===== config.mk =====
export PLATFORM = sky130hd
export DESIGN_NAME = sdtx_tx_input
export DESIGN_NICKNAME = d
export VERILOG_FILES = /design/src/rtl/sdtx_pkg.sv /design/src/rtl/sdtx_tx_input.sv
export SDC_FILE = /design/constraint.sdc
export NUM_CORES = 1
export LEC_CHECK = 0
export BUFFER_PORTS_ARGS = -buffer_cell sky130_fd_sc_hd__buf_2
export CAP_MARGIN = 5
export CORE_ASPECT_RATIO = 1.5
export CORE_MARGIN = 4
export CORE_UTILIZATION = 50
export CTS_CLUSTER_DIAMETER = 30
export CTS_CLUSTER_SIZE = 14
export DETAILED_ROUTE_END_ITERATION = 16
export PLACE_DENSITY = 0.8
export SLEW_MARGIN = 20
export SYNTH_ARGS = -nofsm -noshare
export SYNTH_HDL_FRONTEND = slang
export SYNTH_SLANG_ARGS = --single-unit

===== constraint.sdc =====
create_clock -name pclk -period 4.6 [get_ports pclk]
set_input_delay 0.46 -clock pclk [delete_from_list [all_inputs] [get_ports pclk]]
set_output_delay 0.46 -clock pclk [all_outputs]
set_load 0.005 [all_outputs]

===== src/rtl/sdtx_pkg.sv =====
// Constants and types for the four-channel transmit input and status block.
// Assumes one APB slave per device; all channels share the register words.
package sdtx_pkg;

  localparam int CH_COUNT = 4;
  localparam int APB_AW   = 12;

  // Register byte offsets
  localparam logic [11:0] OFS_CFG    = 12'h000;
  localparam logic [11:0] OFS_STATUS = 12'h004;
  localparam logic [11:0] OFS_MASK   = 12'h008;
  localparam logic [11:0] OFS_CMD    = 12'h00C;
  localparam logic [11:0] OFS_STATE  = 12'h010;

  // Per-channel configuration byte, channel n at bits [8n+7:8n]
  localparam int CFG_LANE      = 8;
  localparam int F_IFSEL       = 0;
  localparam int F_RECENTER    = 1;
  localparam int F_SELFTEST_N  = 2;
  localparam int F_RXSEL       = 3;
  localparam int F_OE1         = 4;
  localparam int F_OE2         = 5;
  localparam int F_BYPASS      = 6;
  localparam int F_HALFRATE    = 7;
  localparam logic [31:0] CFG_RST = 32'h3636_3636;

  // Status and mask layout: error events low, self-test passes high
  localparam int ST_PASS_BASE = 4;

  // Phase-align buffer
  localparam int PAB_DEPTH_DEF = 8;

  // Self-test pass period in character times
  localparam logic [9:0] BIST_LEN_RX1 = 10'h20F;
  localparam logic [9:0] BIST_LEN_RX0 = 10'h1FF;

  // Control code meanings with the encoder on
  localparam logic [1:0] CTRL_DATA    = 2'h0;
  localparam logic [1:0] CTRL_SPECIAL = 2'h1;

  typedef enum logic [1:0] {
    KIND_DATA,
    KIND_SPECIAL,
    KIND_REPLACE,
    KIND_RAW
  } sdtx_kind_e;

endpackage : sdtx_pkg


===== src/rtl/sdtx_tx_input.sv =====
// Four-channel transmit parallel input, phase-align buffer and error status.
// Assumes pclk is far faster than the interface clocks; all pins are async.
//
// Behaviour
// - Each chosen interface clock rising edge captures the 8-bit character.
// - The same edge captures the 2-bit control code with the character.
// - A per-channel select picks input clock or reference clock for capture.
// - With encoding on, the captured character is the one to send.
// - With encoding bypassed, the control bits become extra data bits.
// - With encoding on, the control bits pick data, special or replacement.
// - Buffer underflow or overflow drives the channel error output high.
// - That error holds until a word sync is sent or the buffer is recentred.
// - With self-test enable low, the error output shows self-test progress.
// - Each self-test pass gives a pulse of exactly one character period.
// - The pass period is 527 characters with rx select 1, else 511.
// - Error output is high while both serial output enables are 0.
// - With select 0, the channel's input clock paces the inputs.
// - Writing the recentre latch as 0 initialises the buffer phase.
// - In half-rate mode the inputs are taken on both reference edges.
//
// Design decisions made here: the APB register port and the placing of the registers.
`timescale 1ns/1ps
module sdtx_tx_input #(
  parameter int PAB_DEPTH = sdtx_pkg::PAB_DEPTH_DEF
) (
  input  wire logic                                      pclk,
  input  wire logic                                      presetn,
  input  wire logic                                      psel,
  input  wire logic                                      penable,
  input  wire logic                                      pwrite,
  input  wire logic [sdtx_pkg::APB_AW-1:0]               paddr,
  input  wire logic [31:0]                               pwdata,
  output logic                                           pready,
  output logic [31:0]                                    prdata,
  output logic                                           pslverr,
  output logic                                           irq,
  input  wire logic [sdtx_pkg::CH_COUNT-1:0]             tx_input_clock,
  input  wire logic [sdtx_pkg::CH_COUNT-1:0]             channel_reference_clock,
  input  wire logic [sdtx_pkg::CH_COUNT-1:0][7:0]        tx_char_in,
  input  wire logic [sdtx_pkg::CH_COUNT-1:0][1:0]        tx_ctrl_code_in,
  output logic [sdtx_pkg::CH_COUNT-1:0]                  tx_path_error,
  output logic [sdtx_pkg::CH_COUNT-1:0][9:0]             tx_word,
  output sdtx_pkg::sdtx_kind_e [sdtx_pkg::CH_COUNT-1:0]  tx_word_kind,
  output logic [sdtx_pkg::CH_COUNT-1:0]                  tx_word_valid
);
  import sdtx_pkg::*;

  localparam int PW = $clog2(PAB_DEPTH);
  localparam logic [PW:0]   OCC_FULL = (PW+1)'(PAB_DEPTH);
  localparam logic [PW:0]   OCC_MID  = (PW+1)'(PAB_DEPTH / 2);
  localparam logic [PW-1:0] WP_MID   = PW'(PAB_DEPTH / 2);

  logic [31:0]         cfg_reg;
  logic [7:0]          status_reg;
  logic [7:0]          mask_reg;
  logic [CH_COUNT-1:0] recenter_reg;
  logic [CH_COUNT-1:0] sync_reg;
  logic [CH_COUNT-1:0] err_ev;
  logic [CH_COUNT-1:0] pass_ev;
  logic [CH_COUNT-1:0] err_lat_vis;
  logic [7:0]          ev_vec;
  logic                acc_wr;
  logic                rd_setup;
  logic                hit;
  logic [31:0]         rd_next;

  assign acc_wr   = psel & penable & pwrite;
  assign rd_setup = psel & ~penable & ~pwrite;
  assign hit      = (paddr == OFS_CFG) || (paddr == OFS_STATUS) || (paddr == OFS_MASK)
                 || (paddr == OFS_CMD) || (paddr == OFS_STATE);
  assign pready   = 1'b1;
  assign pslverr  = psel & penable & ~hit;
  assign ev_vec   = {pass_ev, err_ev};
  assign irq      = |(status_reg & mask_reg);

  always_ff @(posedge pclk or negedge presetn) begin
    if (!presetn) begin
      cfg_reg  <= CFG_RST;
      mask_reg <= 8'h00;
    end else if (acc_wr && paddr == OFS_CFG) begin
      cfg_reg <= pwdata;
    end else if (acc_wr && paddr == OFS_MASK) begin
      mask_reg <= pwdata[7:0];
    end
  end

  // Set wins over a write-one clear in the same cycle
  always_ff @(posedge pclk or negedge presetn) begin
    if (!presetn) begin
      status_reg <= 8'h00;
    end else if (acc_wr && paddr == OFS_STATUS) begin
      status_reg <= (status_reg & ~pwdata[7:0]) | ev_vec;
    end else begin
      status_reg <= status_reg | ev_vec;
    end
  end

  // One-cycle strobes: recentre on a write of 0, word sync by command
  always_ff @(posedge pclk or negedge presetn) begin
    if (!presetn) begin
      recenter_reg <= '0;
      sync_reg     <= '0;
    end else begin
      for (int c = 0; c < CH_COUNT; c++) begin
        recenter_reg[c] <= acc_wr && paddr == OFS_CFG
                           && !pwdata[c*CFG_LANE+F_RECENTER];
        sync_reg[c]     <= acc_wr && paddr == OFS_CMD && pwdata[c];
      end
    end
  end

  always_comb begin
    rd_next = 32'h0000_0000;
    if (paddr == OFS_CFG) begin
      rd_next = cfg_reg;
    end else if (paddr == OFS_STATUS) begin
      rd_next = {24'h00_0000, status_reg};
    end else if (paddr == OFS_MASK) begin
      rd_next = {24'h00_0000, mask_reg};
    end else if (paddr == OFS_STATE) begin
      rd_next = {24'h00_0000, err_lat_vis, tx_path_error};
    end
  end

  // Read data latched in the setup cycle so it comes from a flip-flop
  always_ff @(posedge pclk or negedge presetn) begin
    if (!presetn) begin
      prdata <= 32'h0000_0000;
    end else if (rd_setup) begin
      prdata <= rd_next;
    end
  end

  for (genvar ch = 0; ch < CH_COUNT; ch++) begin : g_ch
    logic [2:0]     tck_s;
    logic [2:0]     rck_s;
    logic [9:0]     din_s1;
    logic [9:0]     din_s2;
    logic [9:0]     pab_mem [PAB_DEPTH];
    logic [PW-1:0]  wp_reg;
    logic [PW-1:0]  rp_reg;
    logic [PW:0]    occ_reg;
    logic [9:0]     word_reg;
    sdtx_kind_e     kind_reg;
    logic           valid_reg;
    logic           err_lat_reg;
    logic [9:0]     bist_cnt_reg;
    logic           bist_pulse_reg;
    logic           err_out_reg;
    logic           ifsel;
    logic           bypass;
    logic           half;
    logic           bist_on;
    logic           pll_down;
    logic [9:0]     bist_len;
    logic           tx_rise;
    logic           ref_rise;
    logic           ref_fall;
    logic           stb;
    logic           cap;
    logic           ovf;
    logic           udf;
    logic           wr_ok;
    logic           rd_ok;
    logic           src_ok;
    logic [9:0]     src;
    logic           wrap;
    sdtx_kind_e     kind_next;

    assign ifsel    = cfg_reg[ch*CFG_LANE+F_IFSEL];
    assign bypass   = cfg_reg[ch*CFG_LANE+F_BYPASS];
    assign half     = cfg_reg[ch*CFG_LANE+F_HALFRATE];
    assign bist_on  = !cfg_reg[ch*CFG_LANE+F_SELFTEST_N];
    assign pll_down = !cfg_reg[ch*CFG_LANE+F_OE1] && !cfg_reg[ch*CFG_LANE+F_OE2];
    assign bist_len = cfg_reg[ch*CFG_LANE+F_RXSEL] ? BIST_LEN_RX1 : BIST_LEN_RX0;

    // Two-stage synchronisers; a third clock stage holds edge history only
    always_ff @(posedge pclk or negedge presetn) begin
      if (!presetn) begin
        tck_s  <= 3'h0;
        rck_s  <= 3'h0;
        din_s1 <= 10'h000;
        din_s2 <= 10'h000;
      end else begin
        tck_s  <= {tck_s[1:0], tx_input_clock[ch]};
        rck_s  <= {rck_s[1:0], channel_reference_clock[ch]};
        din_s1 <= {tx_ctrl_code_in[ch], tx_char_in[ch]};
        din_s2 <= din_s1;
      end
    end

    assign tx_rise  = tck_s[1] & ~tck_s[2];
    assign ref_rise = rck_s[1] & ~rck_s[2];
    assign ref_fall = ~rck_s[1] & rck_s[2];
    assign stb      = ref_rise | (half & ref_fall);
    assign cap      = ifsel ? stb : tx_rise;

    // Buffer only in use when the input clock paces capture
    assign ovf    = cap && !ifsel && occ_reg == OCC_FULL && !stb;
    assign udf    = stb && !ifsel && occ_reg == '0;
    assign wr_ok  = cap && !ifsel && !ovf;
    assign rd_ok  = stb && !ifsel && occ_reg != '0;
    assign err_ev[ch] = ovf | udf;

    always_ff @(posedge pclk) begin
      if (wr_ok) begin
        pab_mem[wp_reg] <= din_s2;
      end
    end

    always_ff @(posedge pclk or negedge presetn) begin
      if (!presetn) begin
        wp_reg  <= WP_MID;
        rp_reg  <= '0;
        occ_reg <= OCC_MID;
      end else if (recenter_reg[ch]) begin
        wp_reg  <= WP_MID;
        rp_reg  <= '0;
        occ_reg <= OCC_MID;
      end else begin
        if (wr_ok) begin
          wp_reg <= wp_reg + 1'b1;
        end
        if (rd_ok) begin
          rp_reg <= rp_reg + 1'b1;
        end
        occ_reg <= occ_reg + (PW+1)'(wr_ok) - (PW+1)'(rd_ok);
      end
    end

    assign src    = ifsel ? din_s2 : pab_mem[rp_reg];
    assign src_ok = ifsel ? stb : rd_ok;

    always_comb begin
      if (bypass) begin
        kind_next = KIND_RAW;
      end else if (src[9:8] == CTRL_DATA) begin
        kind_next = KIND_DATA;
      end else if (src[9:8] == CTRL_SPECIAL) begin
        kind_next = KIND_SPECIAL;
      end else begin
        kind_next = KIND_REPLACE;
      end
    end

    always_ff @(posedge pclk or negedge presetn) begin
      if (!presetn) begin
        word_reg  <= 10'h000;
        kind_reg  <= KIND_DATA;
        valid_reg <= 1'b0;
      end else begin
        valid_reg <= src_ok;
        if (src_ok) begin
          word_reg <= src;
          kind_reg <= kind_next;
        end
      end
    end

    // Event beats the clear arriving in the same cycle
    always_ff @(posedge pclk or negedge presetn) begin
      if (!presetn) begin
        err_lat_reg <= 1'b0;
      end else begin
        err_lat_reg <= err_ev[ch]
                    | (err_lat_reg & ~(sync_reg[ch] | recenter_reg[ch]));
      end
    end

    assign wrap        = bist_on && stb && bist_cnt_reg >= bist_len - 10'h001;
    assign pass_ev[ch] = wrap;

    always_ff @(posedge pclk or negedge presetn) begin
      if (!presetn) begin
        bist_cnt_reg   <= 10'h000;
        bist_pulse_reg <= 1'b0;
      end else if (!bist_on) begin
        bist_cnt_reg   <= 10'h000;
        bist_pulse_reg <= 1'b0;
      end else if (stb) begin
        bist_cnt_reg   <= wrap ? 10'h000 : bist_cnt_reg + 10'h001;
        bist_pulse_reg <= wrap;
      end
    end

    always_ff @(posedge pclk or negedge presetn) begin
      if (!presetn) begin
        err_out_reg <= 1'b0;
      end else begin
        err_out_reg <= pll_down | (bist_on ? bist_pulse_reg : err_lat_reg);
      end
    end

    assign tx_path_error[ch] = err_out_reg;
    assign tx_word[ch]       = word_reg;
    assign tx_word_kind[ch]  = kind_reg;
    assign tx_word_valid[ch] = valid_reg;
    assign err_lat_vis[ch]   = err_lat_reg;

  end
endmodule : sdtx_tx_input


Word level (Yosys, flattened, before mapping). Memory sizes are Yosys's and may differ from the RTL's. Cells that the tools add are included. W data, S select, Z words.

Bitwise gates (word level): 70. Reductions and logical operators: 111. Equal/unequal tests: 12. Order comparisons: 4. Muxes and demuxes: 85. Add/sub/neg operators: 24.

Operator list (count): $mux W10 (20); $mux W32 (3); $logic_and A1 B1 Y1 (52); $mux W3 (16); $add A10 B1 Y10 const B (4); $ge A10 B10 Y1 (4); $sub A10 B1 Y10 const B (4); $logic_not A1 Y1 (28); $mux W1 (28); $and A1 B1 Y1 (25); $add A3 B1 Y3 const B (8); $eq A12 B4 Y1 const B (2); $mux W2 (12); $reduce_bool A2 Y1 (12); $not A1 Y1 (20); $or A1 B1 Y1 (20); $add A4 B1 Y4 (4); $and A8 B8 Y8 (2); $eq A4 B4 Y1 const B (4); $logic_not A4 Y1 (4); $mux W4 (4); $mux W8 (2); $or A8 B8 Y8 (2); $reduce_bool A4 Y1 (4); other kinds (10) (22).

Input port bits: 97. Output and inout bits: 91. Memories: 4. Bits in registers: 336. Word-level logic and storage cells: 372. Bits in writable memories: 320.

Memories: g_ch[0].pab_mem (depth 8, width 10, read ports 1, clocked after Yosys merged registers in 0, write ports 1, RTL line sdtx_tx_input.sv:139) `logic [9:0] pab_mem [PAB_DEPTH];`; g_ch[1].pab_mem (depth 8, width 10, read ports 1, clocked after Yosys merged registers in 0, write ports 1, RTL line sdtx_tx_input.sv:139); g_ch[2].pab_mem (depth 8, width 10, read ports 1, clocked after Yosys merged registers in 0, write ports 1, RTL line sdtx_tx_input.sv:139); g_ch[3].pab_mem (depth 8, width 10, read ports 1, clocked after Yosys merged registers in 0, write ports 1, RTL line sdtx_tx_input.sv:139).

Logic depth before layout (Yosys ltp).
Depth after elaboration: 13. Depth in mapped cells: 12. Gate-level depth less buffers: 11.

Least setup slack after synthesis. No wires, ideal clock.

Path kind: flip-flop to flip-flop. From: register g_ch[1].rck_s[1]. To: memory g_ch[1].pab_mem[4][0] (enable). Required time: 4192 ps. Stages on the path, launching flop included: 7. Buffers on the path: 1. Arrival time: 2369 ps. Setup slack: 1823 ps. Clock period less this slack: 2777 ps. Setup time: 408 ps. Path through: dfrtp_1 nand3b_1 and2_1 buf_2 a31oi_4 inv_2 nor4b_1.

Longest elaborated chain between the ends: 12. Elaborated cells on any way between the ends: 14. Classes of those cells: mux (3); bitwise (5); reduce/logical (6).

RTL lines: start, declared (RTL line sdtx_tx_input.sv:136) `logic [2:0] rck_s;`; start signal, assigned (RTL line sdtx_tx_input.sv:186) `rck_s <= {rck_s[1:0], channel_reference_clock[ch]};`; $not A1 Y1 (RTL line sdtx_tx_input.sv:194) `assign ref_fall = ~rck_s[1] & rck_s[2];`; $and A1 B1 Y1 (RTL line sdtx_tx_input.sv:194); $and A1 B1 Y1 (RTL line sdtx_tx_input.sv:195) `assign stb = ref_rise | (half & ref_fall);`; $or A1 B1 Y1 * (RTL line sdtx_tx_input.sv:195); $mux W1 (RTL line sdtx_tx_input.sv:196) `assign cap = ifsel ? stb : tx_rise;`; $logic_and A1 B1 Y1 (RTL line sdtx_tx_input.sv:199, sdtx_tx_input.sv:201); $logic_and A1 B1 Y1 (2 in series) (RTL line sdtx_tx_input.sv:199) `assign ovf = cap && !ifsel && occ_reg == OCC_FULL && !stb;`; $logic_not A1 Y1 (RTL line sdtx_tx_input.sv:201) `assign wr_ok = cap && !ifsel && !ovf;`; $logic_and A1 B1 Y1 * (RTL line sdtx_tx_input.sv:201); $mux W1 * (RTL line sdtx_tx_input.sv:206) `if (wr_ok) begin`; $mux W1 (not written as such) * (RTL line sdtx_tx_input.sv:207) `pab_mem[wp_reg] <= din_s2;`; end, declared (RTL line sdtx_tx_input.sv:139).

Every way passes the cells marked *; elsewhere a longest branch is shown, timed or not.

Worst setup path after layout.
From: register cfg_reg[16]. To: memory g_ch[2].pab_mem[6][5] (enable).

Longest elaborated chain between the ends: 8. Elaborated cells on any way between the ends: 9. Classes of those cells: mux (3); reduce/logical (6).

RTL lines: start, declared (RTL line sdtx_tx_input.sv:53) `logic [31:0] cfg_reg;`; start signal, assigned (RTL line sdtx_tx_input.sv:81) `cfg_reg <= pwdata;`; $mux W1 or $logic_not A1 Y1 (tied branches) (RTL line sdtx_tx_input.sv:196, sdtx_tx_input.sv:199, sdtx_tx_input.sv:201); $logic_and A1 B1 Y1 * (RTL line sdtx_tx_input.sv:199, sdtx_tx_input.sv:201); $logic_and A1 B1 Y1 (2 in series) (RTL line sdtx_tx_input.sv:199); $logic_not A1 Y1 (RTL line sdtx_tx_input.sv:201); $logic_and A1 B1 Y1 * (RTL line sdtx_tx_input.sv:201); $mux W1 * (RTL line sdtx_tx_input.sv:206); $mux W1 (not written as such) * (RTL line sdtx_tx_input.sv:207); end, declared (RTL line sdtx_tx_input.sv:139).

Marks and branches as above.

==> flow_metrics.env <==
export IMPL_status="finished, final reports clean"
export IMPL_yosys_warnings=0
export IMPL_netSwitchingPower_mw=5.95
export IMPL_slew_viol_final=0
export IMPL_total_power_mw=19.7
export IMPL_crit_path_start_kind="register"
export IMPL_p_sw_frac=0.302
export IMPL_finalCritPeriodShare=0.625
export IMPL_dp_cells=2649
export IMPL_drive_above_1_share=0.248
export IMPL_wl_per_cell_um=20.6
export IMPL_synth_flop_cell="edfxtp_1"
export IMPL_vdd_ir_drop_max_uv=406
export IMPL_post_place_ws_ns=1.72
export IMPL_internal_power_mw=13.8
export IMPL_largest_register_ffs=320
export IMPL_clock_skew_ns=0.0283
export IMPL_clk_latency_ns=0.65
export IMPL_hold_violations=0
export IMPL_drv_cap=0
export IMPL_cts_root_buffer="clkbuf_16"
export IMPL_critPathBufInv=0
export IMPL_p_leak_nw=13.4
export IMPL_hp_class="in -> reg"
export IMPL_syn_avg_cell_area_um2=14.5
export IMPL_synth_fp_nets=2014
export IMPL_synth_cells=1849
export IMPL_yosys_top_cells_area="edfxtp_1 (36%), dfrtp_1 (29%), mux4_2 (5.7%)"
export IMPL_worstPathRequired_ns=4.85
export IMPL_top_register="g_ch.pab_mem"
export IMPL_yosysUniqueCellTypes=82
export IMPL_cts_resized=0
export IMPL_start_util=0.508
export IMPL_yosys_area_top_type="edfxtp_1"
export IMPL_synth_seq_cells=656
export IMPL_pwr_share_comb=0.209
export IMPL_cts_buffers=100
export IMPL_grt_max_degree=115
export IMPL_arrival_ns=3.12
export IMPL_synth_enable_flop_cells=320
export IMPL_tightest_slew_ns=1.02
export IMPL_cts_setup_buffers=0
export IMPL_clock_sinks=656
export IMPL_timing_setup_tns_ns=0
export IMPL_crit_type="reg -> reg"
export IMPL_drt_iter0_drc=920
export IMPL_worstPathCellList="or3b_1 > a41oi_2 > nand2b_1 > nor2_1"
export IMPL_wirelength_um=59700
export IMPL_final_cells=2896
export IMPL_rsz0062_at_grt="no"
export IMPL_num_antenna_cells=0
export IMPL_firstDrtPassIters=5
export IMPL_rows=103
export IMPL_htreeDepth=3
export IMPL_seq_area_frac_synth=0.671
export IMPL_max_clock_path_buffers=3
export IMPL_fmax_ghz=0.348
export IMPL_worst_slack_ns=1.73
export IMPL_vias=16300
export IMPL_antenna_found_initial=4
export IMPL_synth_top_area_share=0.357
export IMPL_netlist_area_um2=26900
export IMPL_min_period_ns=2.87
export IMPL_setup_viol=0
export IMPL_portBuffers=186
export IMPL_hpwlAfterDp_um=39400
export IMPL_overflow=0
export IMPL_fillers=3802
export IMPL_critPathCaptureType="register"
export IMPL_clockPowerShare=0.384
export IMPL_slowest_delay_ns=0.77
export IMPL_die_w_um=197
export IMPL_crit_family="simple AND/OR/NAND/NOR gates"
export IMPL_viasPerCell=5.63
export IMPL_path_clk_slew_ns=0.05
export IMPL_dieHeight_um=292
export IMPL_power_share_sequential=0.407
export IMPL_grt_total_usage=0.208
export IMPL_globalplace_congestion=0.821
export IMPL_p_per_area_nw_per_um2=609
export IMPL_slew_headroom=0.313
export IMPL_ioPinCount=188
export IMPL_critPathMaxFanout=26
export IMPL_slowest_stage="nor2_1"
export IMPL_cts_tree="done"
export IMPL_grt_pass1_vias=17300
export IMPL_async_flop_share=0.512
export IMPL_drc=0
export IMPL_grt_pass1_wl_um=95100
export IMPL_nNetsFinal=2291
export IMPL_coreArea_um2=53000
export IMPL_ant_nets=0
export IMPL_hold_buffers=57
export IMPL_die_area_um2=57600
export IMPL_area_growth_pct=20.5
-- power by group through the flow --
stage / Clock [mW] / Combinational (mW) / Sequential (mW)
2_1_floorplan: 0 / 3.46 / 7.58
3_3_place_gp: 0 / 3.87 / 8.04
3_5_place_dp: 0 / 4.09 / 8.12
4_1_cts: 7.72 / 4.19 / 8.03
5_1_grt: 8.03 / 4.62 / 8.16
6_report: 7.58 / 4.12 / 8.03
-- path summary, 6_finish.rpt --
check | endpoint | cells after the start | startpoint | slack, ns
min in group asynchronous | g_ch[1].din_s1[4] | 2 | presetn | 0.43
max in group asynchronous | g_ch[0].din_s2[2] | 3 | presetn | 2.99
setup reg to reg | g_ch[2].pab_mem[6][5] | 4 | cfg_reg[16] | 1.73
hold / removal | cfg_reg[12] | 3 | pwdata[12] | 0.04
setup / recovery | g_ch[2].pab_mem[6][5] | 4 | cfg_reg[16] | 1.73
hold reg to reg | g_ch[0].din_s2[4] | 0 | g_ch[0].din_s1[4] | 0.34
-- layout make-up --
| class | count | area, µm² | share of cell area |
|---|---|---|---|
| Sequential cell | 656 | 18000 | 0.557 |
| Multi-Input combinational cell | 1046 | 8090 | 0.250 |
| Clock buffer | 118 | 2660 | 0.0822 |
| Timing Repair Buffer | 270 | 1730 | 0.0533 |
| Tap cell | 682 | 853 | 0.0263 |
| Clock inverter | 72 | 825 | 0.0254 |
| Inverter | 52 | 198 | 0.00610 |
-- cells in the mapped netlist, drive strengths merged (8+ instances only) --
cell type and n:
nor3b 16, ha 64, a22oi 9, a31oi 21, xnor2 14, nand2 184
a21o 10, nor3 26, a22o 24, a2bb2oi 10, and3 12, clkbuf 45
buf 50, nand3 43, mux4 72, a21oi 102, edfxtp 320, nor2 128
mux2i 74, dfrtp 312, o41ai 8, and2 10, dfstp 24, nor2b 15
nand2b 11, mux2 28, inv 51, o21ai 72
-- through the flow --
step                cell area [µm²]   util  hold WS [ns]
global route                  32400  0.612        0.0252
global placement              28300  0.535         0.335
finish                        32400  0.612        0.0356
detailed placement            28300  0.535         0.335
floorplan                     26900      -         0.164
CTS                           32400  0.612      0.000708
-- per-layer routing --
metal | part of all wire | up-vias | GRT usage
met2 | 0.54 | 493 | 0.374
met5 | 0.00057 | - | 0
met3 | 0.054 | 133 | 0.0417
met1 | 0.37 | 8238 | 0.246
li1 | - | 7425 | -
met4 | 0.030 | 6 | 0.0807
-- logic make-up after synthesis --
kind of cell	count (synthesis)	synth area share
AO/OA/AOI/OAI	291	0.0696
XOR/XNOR	18	0.00586
adder cells (fa/ha/maj)	68	0.0328
buffers and inverters	147	0.0300
flip-flops	656	0.671
multiplexers	174	0.100
other	1	0.000139
AND/OR/NAND/NOR	494	0.0904
-- layout by cell type, fill, tap and decap left out, types with 26 or more instances in the layout --
| cell type | instances |
|---|---|
| edfxtp_1 | 320 |
| dfrtp_1 | 311 |
| buf_2 | 185 |
| nand2_1 | 182 |
| nor2_1 | 125 |
| clkbuf_16 | 103 |
| a21oi_1 | 100 |
| mux2i_1 | 74 |
| mux4_2 | 68 |
| o21ai_0 | 64 |
| ha_1 | 64 |
| dlygate4sd3_1 | 57 |
| inv_1 | 49 |
| nand3_1 | 42 |
| buf_4 | 26 |
-- tightest hold or removal path, delay by kind of cell --
| kind | cells | cell delay [ns] |
|---|---|---|
| and+or+nand+nor | 2 | 0.12 |
| buffers and inverters | 1 | 0.10 |
Note: power is estimated with default switching activity, not from simulation.
